### src/eiru_pkg.sv
// shared constants and types of the endpoint interrupt request unit
package eiru_pkg;
  // register byte offsets on the control bus
  localparam logic [11:0] OFS_CTRL   = 12'h000;
  localparam logic [11:0] OFS_STATUS = 12'h004;
  localparam logic [11:0] OFS_COUNT  = 12'h008;
  // control register fields (host-side enable mirror)
  localparam int CTRL_INTX_EN = 0;
  localparam int CTRL_MSI_EN  = 1;
  localparam int CTRL_MME_LSB = 2;
  localparam int CTRL_MSIX_EN = 5;
  localparam int CTRL_W       = 6;
  localparam logic [5:0] CTRL_RESET = 6'h00;
  // status register fields
  localparam int STAT_STATE_LSB = 0;
  localparam int STAT_LINE_ON   = 6;
  localparam int STAT_MSI_PEND  = 7;
  localparam int STAT_MSIX_PEND = 8;
  localparam int STAT_WIDTH_LSB = 9;
  // enabled-vector codes above this one are reserved
  localparam logic [2:0] MME_MAX = 3'h5;
  // legacy line codes
  localparam logic [1:0] LINE_INTA = 2'h0;
  // axi response codes
  localparam logic [1:0] RESP_OKAY   = 2'h0;
  localparam logic [1:0] RESP_SLVERR = 2'h2;
  localparam logic [15:0] COUNT_RESET = 16'h0000;
  // message kinds offered to the link
  typedef enum logic [1:0] {
    KIND_INTX_ASSERT   = 2'h0,
    KIND_INTX_DEASSERT = 2'h1,
    KIND_MSI           = 2'h2,
    KIND_MSIX          = 2'h3
  } eiru_kind_type;
  // sequencer states
  typedef enum logic [5:0] {
    ST_IDLE      = 6'h01,
    ST_INTX_SEND = 6'h02,
    ST_INTX_HELD = 6'h04,
    ST_INTX_DROP = 6'h08,
    ST_MSI_SEND  = 6'h10,
    ST_MSIX_SEND = 6'h20
  } eiru_state_type;
endpackage : eiru_pkg

### src/eiru_req_capture.sv
// request capture: msi edge detect and msi-x hold registers
`timescale 1ns/100ps
module eiru_req_capture
  import eiru_pkg::*;
(
  // clock and reset
  input  wire logic        sys_clk,
  input  wire logic        rstn,
  // user msi request
  input  wire logic        irq_req,
  input  wire logic [4:0]  msi_vector_sel,
  input  wire logic        msi_mode,
  // user msi-x request
  input  wire logic        msix_req,
  input  wire logic [63:0] msix_address,
  input  wire logic [31:0] msix_data,
  input  wire logic        msix_on,
  // consumption by the sequencer
  input  wire logic        take_msi,
  input  wire logic        take_msix,
  // held requests
  output logic             msi_pend_q,
  output logic [4:0]       msi_vec_q,
  output logic             msix_pend_q,
  output logic [63:0]      msix_addr_q,
  output logic [31:0]      msix_data_q
);
  logic req_prev_q;
  logic msi_rise;

  // positive edge on the clock; pins are already synchronous
  assign msi_rise = irq_req & ~req_prev_q & msi_mode;

  always_ff @(posedge sys_clk) begin
    if (!rstn) begin
      req_prev_q <= 1'b0;
    end else begin
      req_prev_q <= irq_req;
    end
  end

  // a new edge in the take cycle stays pending: set wins
  always_ff @(posedge sys_clk) begin
    if (!rstn) begin
      msi_pend_q <= 1'b0;
      msi_vec_q  <= 5'h00;
    end else if (msi_rise) begin
      msi_pend_q <= 1'b1;
      msi_vec_q  <= msi_vector_sel;
    end else if (take_msi) begin
      msi_pend_q <= 1'b0;
    end
  end

  // msi-x strobe captured only while the host enables it
  always_ff @(posedge sys_clk) begin
    if (!rstn) begin
      msix_pend_q <= 1'b0;
      msix_addr_q <= 64'h0000_0000_0000_0000;
      msix_data_q <= 32'h0000_0000;
    end else if (msix_req && msix_on && !msix_pend_q) begin
      msix_pend_q <= 1'b1;
      msix_addr_q <= msix_address;
      msix_data_q <= msix_data;
    end else if (take_msix) begin
      msix_pend_q <= 1'b0;
    end
  end
endmodule : eiru_req_capture

### src/eiru_irq_unit.sv
// endpoint interrupt request unit: intx/msi/msi-x toward the link
//
// Chosen here: the register addresses and register access over AXI4-Lite.
`timescale 1ns/100ps
module eiru_irq_unit
  import eiru_pkg::*;
#(
  parameter logic [1:0] legacy_line_select = LINE_INTA
)(
  // clock and reset
  input  wire logic        sys_clk,
  input  wire logic        rstn,
  // axi4-lite write address
  input  wire logic [11:0] s_axi_awaddr,
  input  wire logic        s_axi_awvalid,
  output logic             s_axi_awready,
  // axi4-lite write data
  input  wire logic [31:0] s_axi_wdata,
  input  wire logic [3:0]  s_axi_wstrb,
  input  wire logic        s_axi_wvalid,
  output logic             s_axi_wready,
  // axi4-lite write response
  output logic [1:0]       s_axi_bresp,
  output logic             s_axi_bvalid,
  input  wire logic        s_axi_bready,
  // axi4-lite read address
  input  wire logic [11:0] s_axi_araddr,
  input  wire logic        s_axi_arvalid,
  output logic             s_axi_arready,
  // axi4-lite read data
  output logic [31:0]      s_axi_rdata,
  output logic [1:0]       s_axi_rresp,
  output logic             s_axi_rvalid,
  input  wire logic        s_axi_rready,
  // user intx/msi request
  input  wire logic        irq_req,
  input  wire logic [4:0]  msi_vector_sel,
  output logic             irq_grant,
  output logic [2:0]       msi_vector_width,
  // user msi-x request
  input  wire logic        msix_req,
  input  wire logic [63:0] msix_address,
  input  wire logic [31:0] msix_data,
  output logic             msix_enable,
  output logic             msix_sent,
  output logic             msix_fail,
  // message port toward the link
  output logic             tx_valid,
  input  wire logic        tx_ready,
  output eiru_kind_type    tx_kind,
  output logic [1:0]       tx_line,
  output logic [4:0]       tx_vector,
  output logic [63:0]      tx_addr,
  output logic [31:0]      tx_data
);
  eiru_state_type state_q;
  logic [CTRL_W-1:0] ctrl_q;
  logic [15:0]       count_q;
  logic              tx_fire;
  logic              intx_mode;
  logic              msi_mode;
  logic              msix_on;
  logic              take_msi;
  logic              take_msix;
  logic              msi_pend;
  logic [4:0]        msi_vec;
  logic              msix_pend;
  logic [63:0]       msix_addr;
  logic [31:0]       msix_dat;
  logic              line_on_q;
  logic              wr_go;
  logic [31:0]       status_w;

  // apply write strobes to one word
  function automatic logic [31:0] merge_bytes(
    input logic [31:0] old_v,
    input logic [31:0] new_v,
    input logic [3:0]  strb
  );
    logic [31:0] r;
    r = old_v;
    for (int i = 0; i < 4; i++) begin
      if (strb[i]) begin
        r[8*i +: 8] = new_v[8*i +: 8];
      end
    end
    return r;
  endfunction : merge_bytes

  // reserved allocation codes clamp to the largest legal one
  function automatic logic [2:0] clamp_width(input logic [2:0] mme);
    return (mme > MME_MAX) ? MME_MAX : mme;
  endfunction : clamp_width

  // msi always wins over legacy when both are on
  assign msi_mode  = ctrl_q[CTRL_MSI_EN];
  assign intx_mode = ctrl_q[CTRL_INTX_EN] & ~ctrl_q[CTRL_MSI_EN];
  assign msix_on   = ctrl_q[CTRL_MSIX_EN];
  assign tx_fire   = tx_valid & tx_ready;
  assign take_msi  = (state_q == ST_MSI_SEND) & tx_fire;
  assign take_msix = (state_q == ST_MSIX_SEND) & tx_fire;

  eiru_req_capture u_capture (
    .sys_clk        (sys_clk),
    .rstn           (rstn),
    .irq_req        (irq_req),
    .msi_vector_sel (msi_vector_sel),
    .msi_mode       (msi_mode),
    .msix_req       (msix_req),
    .msix_address   (msix_address),
    .msix_data      (msix_data),
    .msix_on        (msix_on),
    .take_msi       (take_msi),
    .take_msix      (take_msix),
    .msi_pend_q     (msi_pend),
    .msi_vec_q      (msi_vec),
    .msix_pend_q    (msix_pend),
    .msix_addr_q    (msix_addr),
    .msix_data_q    (msix_dat)
  );

  // sequencer and message port; one message in flight at a time
  always_ff @(posedge sys_clk) begin
    if (!rstn) begin
      state_q   <= ST_IDLE;
      tx_valid  <= 1'b0;
      tx_kind   <= KIND_INTX_ASSERT;
      tx_line   <= LINE_INTA;
      tx_vector <= 5'h00;
      tx_addr   <= 64'h0000_0000_0000_0000;
      tx_data   <= 32'h0000_0000;
      line_on_q <= 1'b0;
    end else begin
      unique case (state_q)
        ST_IDLE: begin
          if (msix_pend) begin
            // msi-x is not blocked by the other modes
            state_q  <= ST_MSIX_SEND;
            tx_valid <= 1'b1;
            tx_kind  <= KIND_MSIX;
            tx_addr  <= msix_addr;
            tx_data  <= msix_dat;
          end else if (msi_pend) begin
            state_q   <= ST_MSI_SEND;
            tx_valid  <= 1'b1;
            tx_kind   <= KIND_MSI;
            tx_vector <= msi_vec;
          end else if (intx_mode && irq_req) begin
            state_q  <= ST_INTX_SEND;
            tx_valid <= 1'b1;
            tx_kind  <= KIND_INTX_ASSERT;
            tx_line  <= legacy_line_select;
          end
        end
        ST_INTX_SEND: begin
          if (tx_ready) begin
            state_q   <= ST_INTX_HELD;
            tx_valid  <= 1'b0;
            line_on_q <= 1'b1;
          end
        end
        ST_INTX_HELD: begin
          // the line stays asserted while user keeps the request
          if (msix_pend) begin
            state_q  <= ST_MSIX_SEND;
            tx_valid <= 1'b1;
            tx_kind  <= KIND_MSIX;
            tx_addr  <= msix_addr;
            tx_data  <= msix_dat;
          end else if (!irq_req) begin
            state_q  <= ST_INTX_DROP;
            tx_valid <= 1'b1;
            tx_kind  <= KIND_INTX_DEASSERT;
            tx_line  <= legacy_line_select;
          end
        end
        ST_INTX_DROP: begin
          if (tx_ready) begin
            state_q   <= ST_IDLE;
            tx_valid  <= 1'b0;
            line_on_q <= 1'b0;
          end
        end
        ST_MSI_SEND: begin
          if (tx_ready) begin
            state_q  <= ST_IDLE;
            tx_valid <= 1'b0;
          end
        end
        ST_MSIX_SEND: begin
          // resume the held legacy line if one is asserted
          if (tx_ready) begin
            state_q  <= line_on_q ? ST_INTX_HELD : ST_IDLE;
            tx_valid <= 1'b0;
          end
        end
        default: begin
          state_q  <= ST_IDLE;
          tx_valid <= 1'b0;
        end
      endcase
    end
  end

  // grant and sent pulses one cycle after the link takes a message
  always_ff @(posedge sys_clk) begin
    if (!rstn) begin
      irq_grant <= 1'b0;
      msix_sent <= 1'b0;
    end else begin
      irq_grant <= tx_fire & (tx_kind != KIND_MSIX);
      msix_sent <= tx_fire & (tx_kind == KIND_MSIX);
    end
  end

  // strobe while msi-x is off, or while one is still held, fails
  always_ff @(posedge sys_clk) begin
    if (!rstn) begin
      msix_fail <= 1'b0;
    end else begin
      msix_fail <= msix_req & (~msix_on | msix_pend);
    end
  end

  // host enable mirrors seen by user logic
  always_ff @(posedge sys_clk) begin
    if (!rstn) begin
      msix_enable      <= 1'b0;
      msi_vector_width <= 3'h0;
    end else begin
      msix_enable <= msix_on;
      msi_vector_width <= msi_mode ?
        clamp_width(ctrl_q[CTRL_MME_LSB +: 3]) : 3'h0;
    end
  end

  // messages sent counter, wraps
  always_ff @(posedge sys_clk) begin
    if (!rstn) begin
      count_q <= COUNT_RESET;
    end else if (tx_fire) begin
      count_q <= count_q + 16'h0001;
    end
  end

  // status word
  always_comb begin
    status_w = 32'h0000_0000;
    status_w[STAT_STATE_LSB +: 6] = state_q;
    status_w[STAT_LINE_ON]        = line_on_q;
    status_w[STAT_MSI_PEND]       = msi_pend;
    status_w[STAT_MSIX_PEND]      = msix_pend;
    status_w[STAT_WIDTH_LSB +: 3] = msi_vector_width;
  end

  // write channel: address and data taken in either order
  assign wr_go = ~s_axi_awready & ~s_axi_wready & ~s_axi_bvalid;

  logic [11:0] awaddr_q;
  logic [31:0] wdata_q;
  logic [3:0]  wstrb_q;
  logic [31:0] ctrl_merged;

  // strobes merged into the current control word; only the low bits are kept
  assign ctrl_merged = merge_bytes({26'h000_0000, ctrl_q}, wdata_q, wstrb_q);

  always_ff @(posedge sys_clk) begin
    if (!rstn) begin
      s_axi_awready <= 1'b1;
      awaddr_q      <= 12'h000;
    end else if (s_axi_awvalid && s_axi_awready) begin
      s_axi_awready <= 1'b0;
      awaddr_q      <= s_axi_awaddr;
    end else if (s_axi_bvalid && s_axi_bready) begin
      s_axi_awready <= 1'b1;
    end
  end

  always_ff @(posedge sys_clk) begin
    if (!rstn) begin
      s_axi_wready <= 1'b1;
      wdata_q      <= 32'h0000_0000;
      wstrb_q      <= 4'h0;
    end else if (s_axi_wvalid && s_axi_wready) begin
      s_axi_wready <= 1'b0;
      wdata_q      <= s_axi_wdata;
      wstrb_q      <= s_axi_wstrb;
    end else if (s_axi_bvalid && s_axi_bready) begin
      s_axi_wready <= 1'b1;
    end
  end

  // write commit and response; only control is writable
  always_ff @(posedge sys_clk) begin
    if (!rstn) begin
      ctrl_q       <= CTRL_RESET;
      s_axi_bvalid <= 1'b0;
      s_axi_bresp  <= RESP_OKAY;
    end else if (wr_go) begin
      s_axi_bvalid <= 1'b1;
      if (awaddr_q[11:2] == OFS_CTRL[11:2]) begin
        ctrl_q      <= ctrl_merged[CTRL_W-1:0];
        s_axi_bresp <= RESP_OKAY;
      end else if (awaddr_q[11:2] == OFS_STATUS[11:2] ||
                   awaddr_q[11:2] == OFS_COUNT[11:2]) begin
        // read-only words ignore the write
        s_axi_bresp <= RESP_OKAY;
      end else begin
        s_axi_bresp <= RESP_SLVERR;
      end
    end else if (s_axi_bready) begin
      s_axi_bvalid <= 1'b0;
    end
  end

  // read channel: data registered on the same edge that takes the address
  always_ff @(posedge sys_clk) begin
    if (!rstn) begin
      s_axi_arready <= 1'b1;
      s_axi_rvalid  <= 1'b0;
      s_axi_rdata   <= 32'h0000_0000;
      s_axi_rresp   <= RESP_OKAY;
    end else if (s_axi_arvalid && s_axi_arready) begin
      s_axi_arready <= 1'b0;
      s_axi_rvalid  <= 1'b1;
      s_axi_rresp   <= RESP_OKAY;
      unique case (s_axi_araddr[11:2])
        OFS_CTRL[11:2]:   s_axi_rdata <= {26'h000_0000, ctrl_q};
        OFS_STATUS[11:2]: s_axi_rdata <= status_w;
        OFS_COUNT[11:2]:  s_axi_rdata <= {16'h0000, count_q};
        default: begin
          s_axi_rdata <= 32'h0000_0000;
          s_axi_rresp <= RESP_SLVERR;
        end
      endcase
    end else if (s_axi_rvalid && s_axi_rready) begin
      s_axi_rvalid  <= 1'b0;
      s_axi_arready <= 1'b1;
    end
  end
endmodule : eiru_irq_unit

### config.mk
export PLATFORM = sky130hd
export DESIGN_NAME = eiru_irq_unit
export DESIGN_NICKNAME = d
export VERILOG_FILES = /design/src/eiru_pkg.sv /design/src/eiru_req_capture.sv /design/src/eiru_irq_unit.sv
export SDC_FILE = /design/constraint.sdc
export NUM_CORES = 1
export LEC_CHECK = 0
export BUFFER_PORTS_ARGS = -buffer_cell sky130_fd_sc_hd__buf_2
export CAP_MARGIN = 20
export CORE_UTILIZATION = 50
export CTS_CLUSTER_DIAMETER = 150
export CTS_CLUSTER_SIZE = 12
export DETAILED_ROUTE_END_ITERATION = 8
export PLACE_DENSITY = 0.89
export SKIP_LAST_GASP = 1
export SLEW_MARGIN = 20
export SYNTH_ARGS = -nofsm -noshare
export SYNTH_HDL_FRONTEND = slang
export SYNTH_SLANG_ARGS = --single-unit
### constraint.sdc
create_clock -name sys_clk -period 3.1 [get_ports sys_clk]
set_input_delay 0.31 -clock sys_clk [delete_from_list [all_inputs] [get_ports sys_clk]]
set_output_delay 0.31 -clock sys_clk [all_outputs]
set_load 0.01 [all_outputs]
### Yosys cells after proc, flatten, opt, wreduce, memory -nomap -nowiden

Index checks and enable logic that the tools add are counted.

| word-level totals | value |
|---|---|
| register bits | 306 |
| input port bits | 171 |
| output and inout port bits | 154 |
| logic and storage cells | 161 |

| cells by class | value |
|---|---|
| add/sub/neg operators | 1 |
| magnitude comparators | 1 |
| eq/ne operators | 24 |
| mux-type cells | 48 |
| bitwise logic cells | 20 |
| reduce and logical (&&, ||, !) cells | 34 |

Operators with widths:

| kind | count |
|---|---|
| 6-bit 2-to-1 mux | 8 |
| 16-bit one-hot mux with 3 select lines | 1 |
| 6-bit one-hot mux with 5 select lines | 1 |
| 2-bit 2-to-1 mux | 12 |
| 10-bit by 1-bit equality test with 1-bit output, second input constant | 2 |
| 10-bit by 2-bit equality test with 1-bit output, second input constant | 2 |
| 10-bit zero test | 2 |
| 1-bit 2-to-1 mux | 20 |
| 2-bit inequality test, second input constant | 9 |
| 16-bit by 1-bit adder with 16-bit output, second input constant | 1 |
| 2-bit nonzero test | 8 |
| 3-bit AND reduction | 5 |
| 1-bit AND | 11 |
| 1-bit logical AND | 8 |
| 1-bit inverter | 8 |
| 2-bit one-hot mux with 2 select lines | 2 |
| 6-bit by 1-bit equality test with 1-bit output, second input constant | 1 |
| 6-bit by 2-bit equality test with 1-bit output, second input constant | 1 |
| 6-bit by 3-bit equality test with 1-bit output, second input constant | 1 |
| 6-bit by 4-bit equality test with 1-bit output, second input constant | 1 |
| 6-bit by 5-bit equality test with 1-bit output, second input constant | 1 |
| 6-bit equality test, second input constant | 1 |
| 3-bit 2-to-1 mux | 2 |
| 6-bit AND reduction | 1 |
| other kinds (15) | 19 |

### Longest topological paths before layout

| logic depth | value |
|---|---|
| word-level depth | 7 |
| depth in mapped cells | 9 |
| depth with buffers taken out | 5 |

### Modules after synthesis

Synthesis repeated with hierarchy kept, for this count alone.

| second synthesis, totals | value |
|---|---|
| cell total of the unflattened synthesis | 1301 |
| area, all modules | 11051.8 um^2 |

Modules (own cells, without submodules):

| module | instances | cells each | area each (um^2) | sequential area each (um^2) |
|---|---|---|---|---|
| eiru_irq_unit | 1 | 852 | 6935.4 | 3603.5 |
| eiru_req_capture | 1 | 449 | 4116.4 | 2082.0 |

### Worst setup path after synthesis

OpenSTA, ideal clock, no wires.

| timing | value |
|---|---|
| path kind | flip-flop to flip-flop |
| start | reg state_q[3] |
| end | reg tx_addr[19] |
| setup time | 0.143 ns |
| arrival time | 1.741 ns |
| data required time | 2.957 ns |
| path slack | 1.216 ns |
| cell stages (with the launch flop) | 9 |
| buffers on the path | 3 |
| clock period less this slack | 1.884 ns |
| cell sequence | dfxtp_1 buf_2 or4_4 a21oi_4 nand2_1 buf_2 buf_2 nand2_1 a21oi_2 |

| between the ends | value |
|---|---|
| longest elaborated chain between the ends | 3 |
| elaborated cells between the ends (all ways) | 4 |
| classes of those cells | eq/ne: 2; reduce/logical: 2 |

RTL lines:

| item | RTL line | RTL |
|---|---|---|
| from (decl) | eiru_irq_unit.sv:56 | `eiru_state_type state_q;` |
| from (signal assigned) | eiru_irq_unit.sv:193 | `state_q <= line_on_q ? ST_INTX_HELD : ST_IDLE;` |
| 6-bit by 3-bit equality test with 1-bit output or 6-bit by 1-bit equality test with 1-bit output (tied branches) | eiru_irq_unit.sv:134 | `unique case (state_q)` |
| 2-bit OR reduction (no source line) (*) | - |  |
| 2-bit AND reduction (no source line) (*) | - |  |
| to (signal assigned) | eiru_irq_unit.sv:141 | `tx_addr <= msix_addr;` |
| to (signal assigned) | eiru_irq_unit.sv:168 | `tx_addr <= msix_addr;` |
| to (decl) | eiru_irq_unit.sv:53 | `output logic [63:0] tx_addr,` |

Every way passes the cells marked *; elsewhere a longest branch is shown, timed or not.
A chain may end at the register's enable or synchronous reset.

### Final worst setup path

| timing | value |
|---|---|
| start | reg state_q[1] |
| end | reg tx_addr[43] |

The elaborated chain is that of the path after synthesis.

==> results.toml <==
[placed_design]
dp_cells = 1757
io_buffers = 271
place.gp.congestion = 0.859
dpl_cell_area_sq_um = 12100
pre_cts_ws_ns = 0.730
dp_hpwl_microns = 17000

[global_routing]
grt_use_total_pct = 23.1
grt-ovfl-total = 0
grt_max_degree = 146
antenna_found_initial = 1
grt_pass1_vias = 8945
grt_pass1_wl_microns = 42300

[power_and_ir_drop]
power.internal_mw = 5.54
p_clk_share_pct = 39.7
ir_worst_vdd_mv = 0.426
power.density_nw_per_um2 = 564
p_total_mw = 7.22
p_sw_mw = 1.67
power_leakage_nw = 5.09
power_frac_seq_pct = 52.3
swShare_pct = 23.2
combPwrFrac_pct = 8.0

[clock_tree]
path_clk_slew_ns = 0.06
ctsHoldBuffers = 0
cts_sinks = 284
insertion_delay_ns = 0.52
ctsLongestPathBuffers = 3
htree_levels = 1
cts-root-buf = "clkbuf_16"
cts_made_buffers = 27
cts_tree = "yes"
cts_resized = 0
cts_setup_buffers = 0

[floorplan]
num_io_pins = 325
coreArea_sq_um = 21000
start_util_pct = 51.1
std_cell_rows = 53
die_area_sq_um = 22100
die_h_microns = 149
die_width_microns = 149

[sta]
rsz0062_at_grt = "false"
finalHoldViolations = 0
fmax_mhz = 442
slew_headroom_pct = 30.9
min_period_ns = 2.26
hold_ws_ns = 0.0275
finalCritPeriodShare_pct = 72.9
layout_setup_ws_ns = 0.840
worstMarginPinSlew_ns = 1.04
finalClockSkew_ns = 0.0103
finalSetupTns_ns = 0
drv_slew = 0
setup_violations = 0

[setup_path]
crit_path_end_kind = "flip-flop"
critPathKind = "flip-flop to flip-flop"
reg2reg_depth = 6
crit_required_ns = 3.54
cpPeakStageDelay_ns = 0.63
cpMaxStageDelayCell = "or4_4"
cp_cell_sequence = "or4_4 > a21oi_4 > and2_4 > buf_4 > nand2_2 > a21oi_2"
start_kind = "flip-flop"
worstPathArrival_ns = 2.70
crit_path_max_fanout = 34

[routing]
drc = 0
num_vias = 9427
routed_wl_microns = 26200
wl_per_cell_microns = 14.7
drt-pass1-iter-count = 5
first_iter_violations = 401
vias_per_cell = 5.28
final_antenna_net_count = 0

[final_layout]
area_delta_synth_final_pct = 19.3
final_util_pct = 60.9
final_cell_mix = "nand2_1 (407), dfxtp_1 (284), buf_2 (271)"
stdcell_area_sq_um = 12800
stdcell_count = 1785
final_common_cell = "nand2_1"
antenna_cells = 0
drive_gt1_share_pct = 26.4
nNetsFinal = 1683

[worst_hold_path]
hold_depth = 3
hold_class = "input pin to flip-flop"

[synth]
synth-seq-cells = 284
synth_edf_count = 0
syn_area_sq_um = 10700
synth-seq-area-share_pct = 53.0
ys_async_sr_fraction_pct = 0
syn_inst = 1290
synth_ff_type = "dfxtp_1"
yosysWarnings = 0
ys_types = 51
avgSynthCellArea_sq_um = 8.32

[job]
drv_cap = 0

[outcome]
status = "completed"
[area by class of cell]
type                    instances  area (sq um)
clock inverters                 1          30.0
repair buffers                279          1480
well taps                     275           344
multi-input cells             910          4550
inverters                       9          41.3
fillers                      1799          8220
clock buffers                  27           676
flip-flops and latches        284          5690
[state kept, by name (all words and copies together), names as in the netlist, 6 cells and up]
register,flops
u_capture.msix_addr_q,64
state_q,6
count_q,16
ctrl_q,6
s_axi_rdata,16
tx_data,32
wdata_q,6
tx_addr,64
awaddr_q,10
u_capture.msix_data_q,32
[power groups by stage]
| stage | Combinational [mW] | Clock, mW | Sequential (mW) |
|---|---|---|---|
| 6_report | 0.577 | 2.87 | 3.77 |
| 5_1_grt | 0.641 | 3.08 | 3.78 |
| 4_1_cts | 0.573 | 2.93 | 3.77 |
| 3_5_place_dp | 0.571 | 0 | 3.85 |
| 3_3_place_gp | 0.557 | 0 | 3.84 |
| 2_1_floorplan | 0.414 | 0 | 3.82 |
[path summary, 6_finish.rpt]
check / endpoint / start / slack [ns]
worst max register to register: tx_addr[43]$_SDFFE_PN0P_ / state_q[1]$_SDFFE_PN0P_ / 0.84
worst max-delay path: tx_addr[43]$_SDFFE_PN0P_ / state_q[1]$_SDFFE_PN0P_ / 0.84
worst min register to register: tx_data[13]$_SDFFE_PN0P_ / u_capture.msix_data_q[13]$_SDFFE_PN0P_ / 0.45
worst min-delay path: u_capture.msix_addr_q[43]$_SDFFE_PN0P_ / msix_address[43] / 0.03
[routing by layer]
metal	track usage [%]	share of wire, %	up-vias
li1	-	-	4626
met3	5.21	7.4	74
met2	40.1	49	327
met1	27.5	40	4400
met4	9.59	3.4	0
met5	0	0	-
[logic make-up after synthesis]
kind of cell / count (synthesis) / share of synthesized area, %
other: 1 / 0.0349
AND/OR/NAND/NOR: 567 / 22.4
AO/OA/AOI/OAI: 289 / 15.9
XOR/XNOR: 14 / 1.14
multiplexers: 19 / 1.77
adder cells (fa/ha/maj): 1 / 0.117
buffers and inverters: 115 / 5.61
flip-flops: 284 / 53.0
[Yosys cell counts, drive strengths merged (7+ instances only)]
library cell,n,area [sq um]
a21oi,234,1330
a22oi,16,120
and2,7,43.8
buf,44,335
clkbuf,62,233
dfxtp,284,5690
inv,9,33.8
mux2i,19,190
nand2,448,1780
nand3,14,70.1
nor2,53,201
o21ai,22,110
xor2,8,70.1
[worst max-delay path: cells and delay by family (launching register included)]
family          cells  cell delay (ns)
compound gates      2             0.34
buf+inv             1             0.46
flops               1             0.40
simple gates        3             0.94
(Power assumes the default switching activity.)
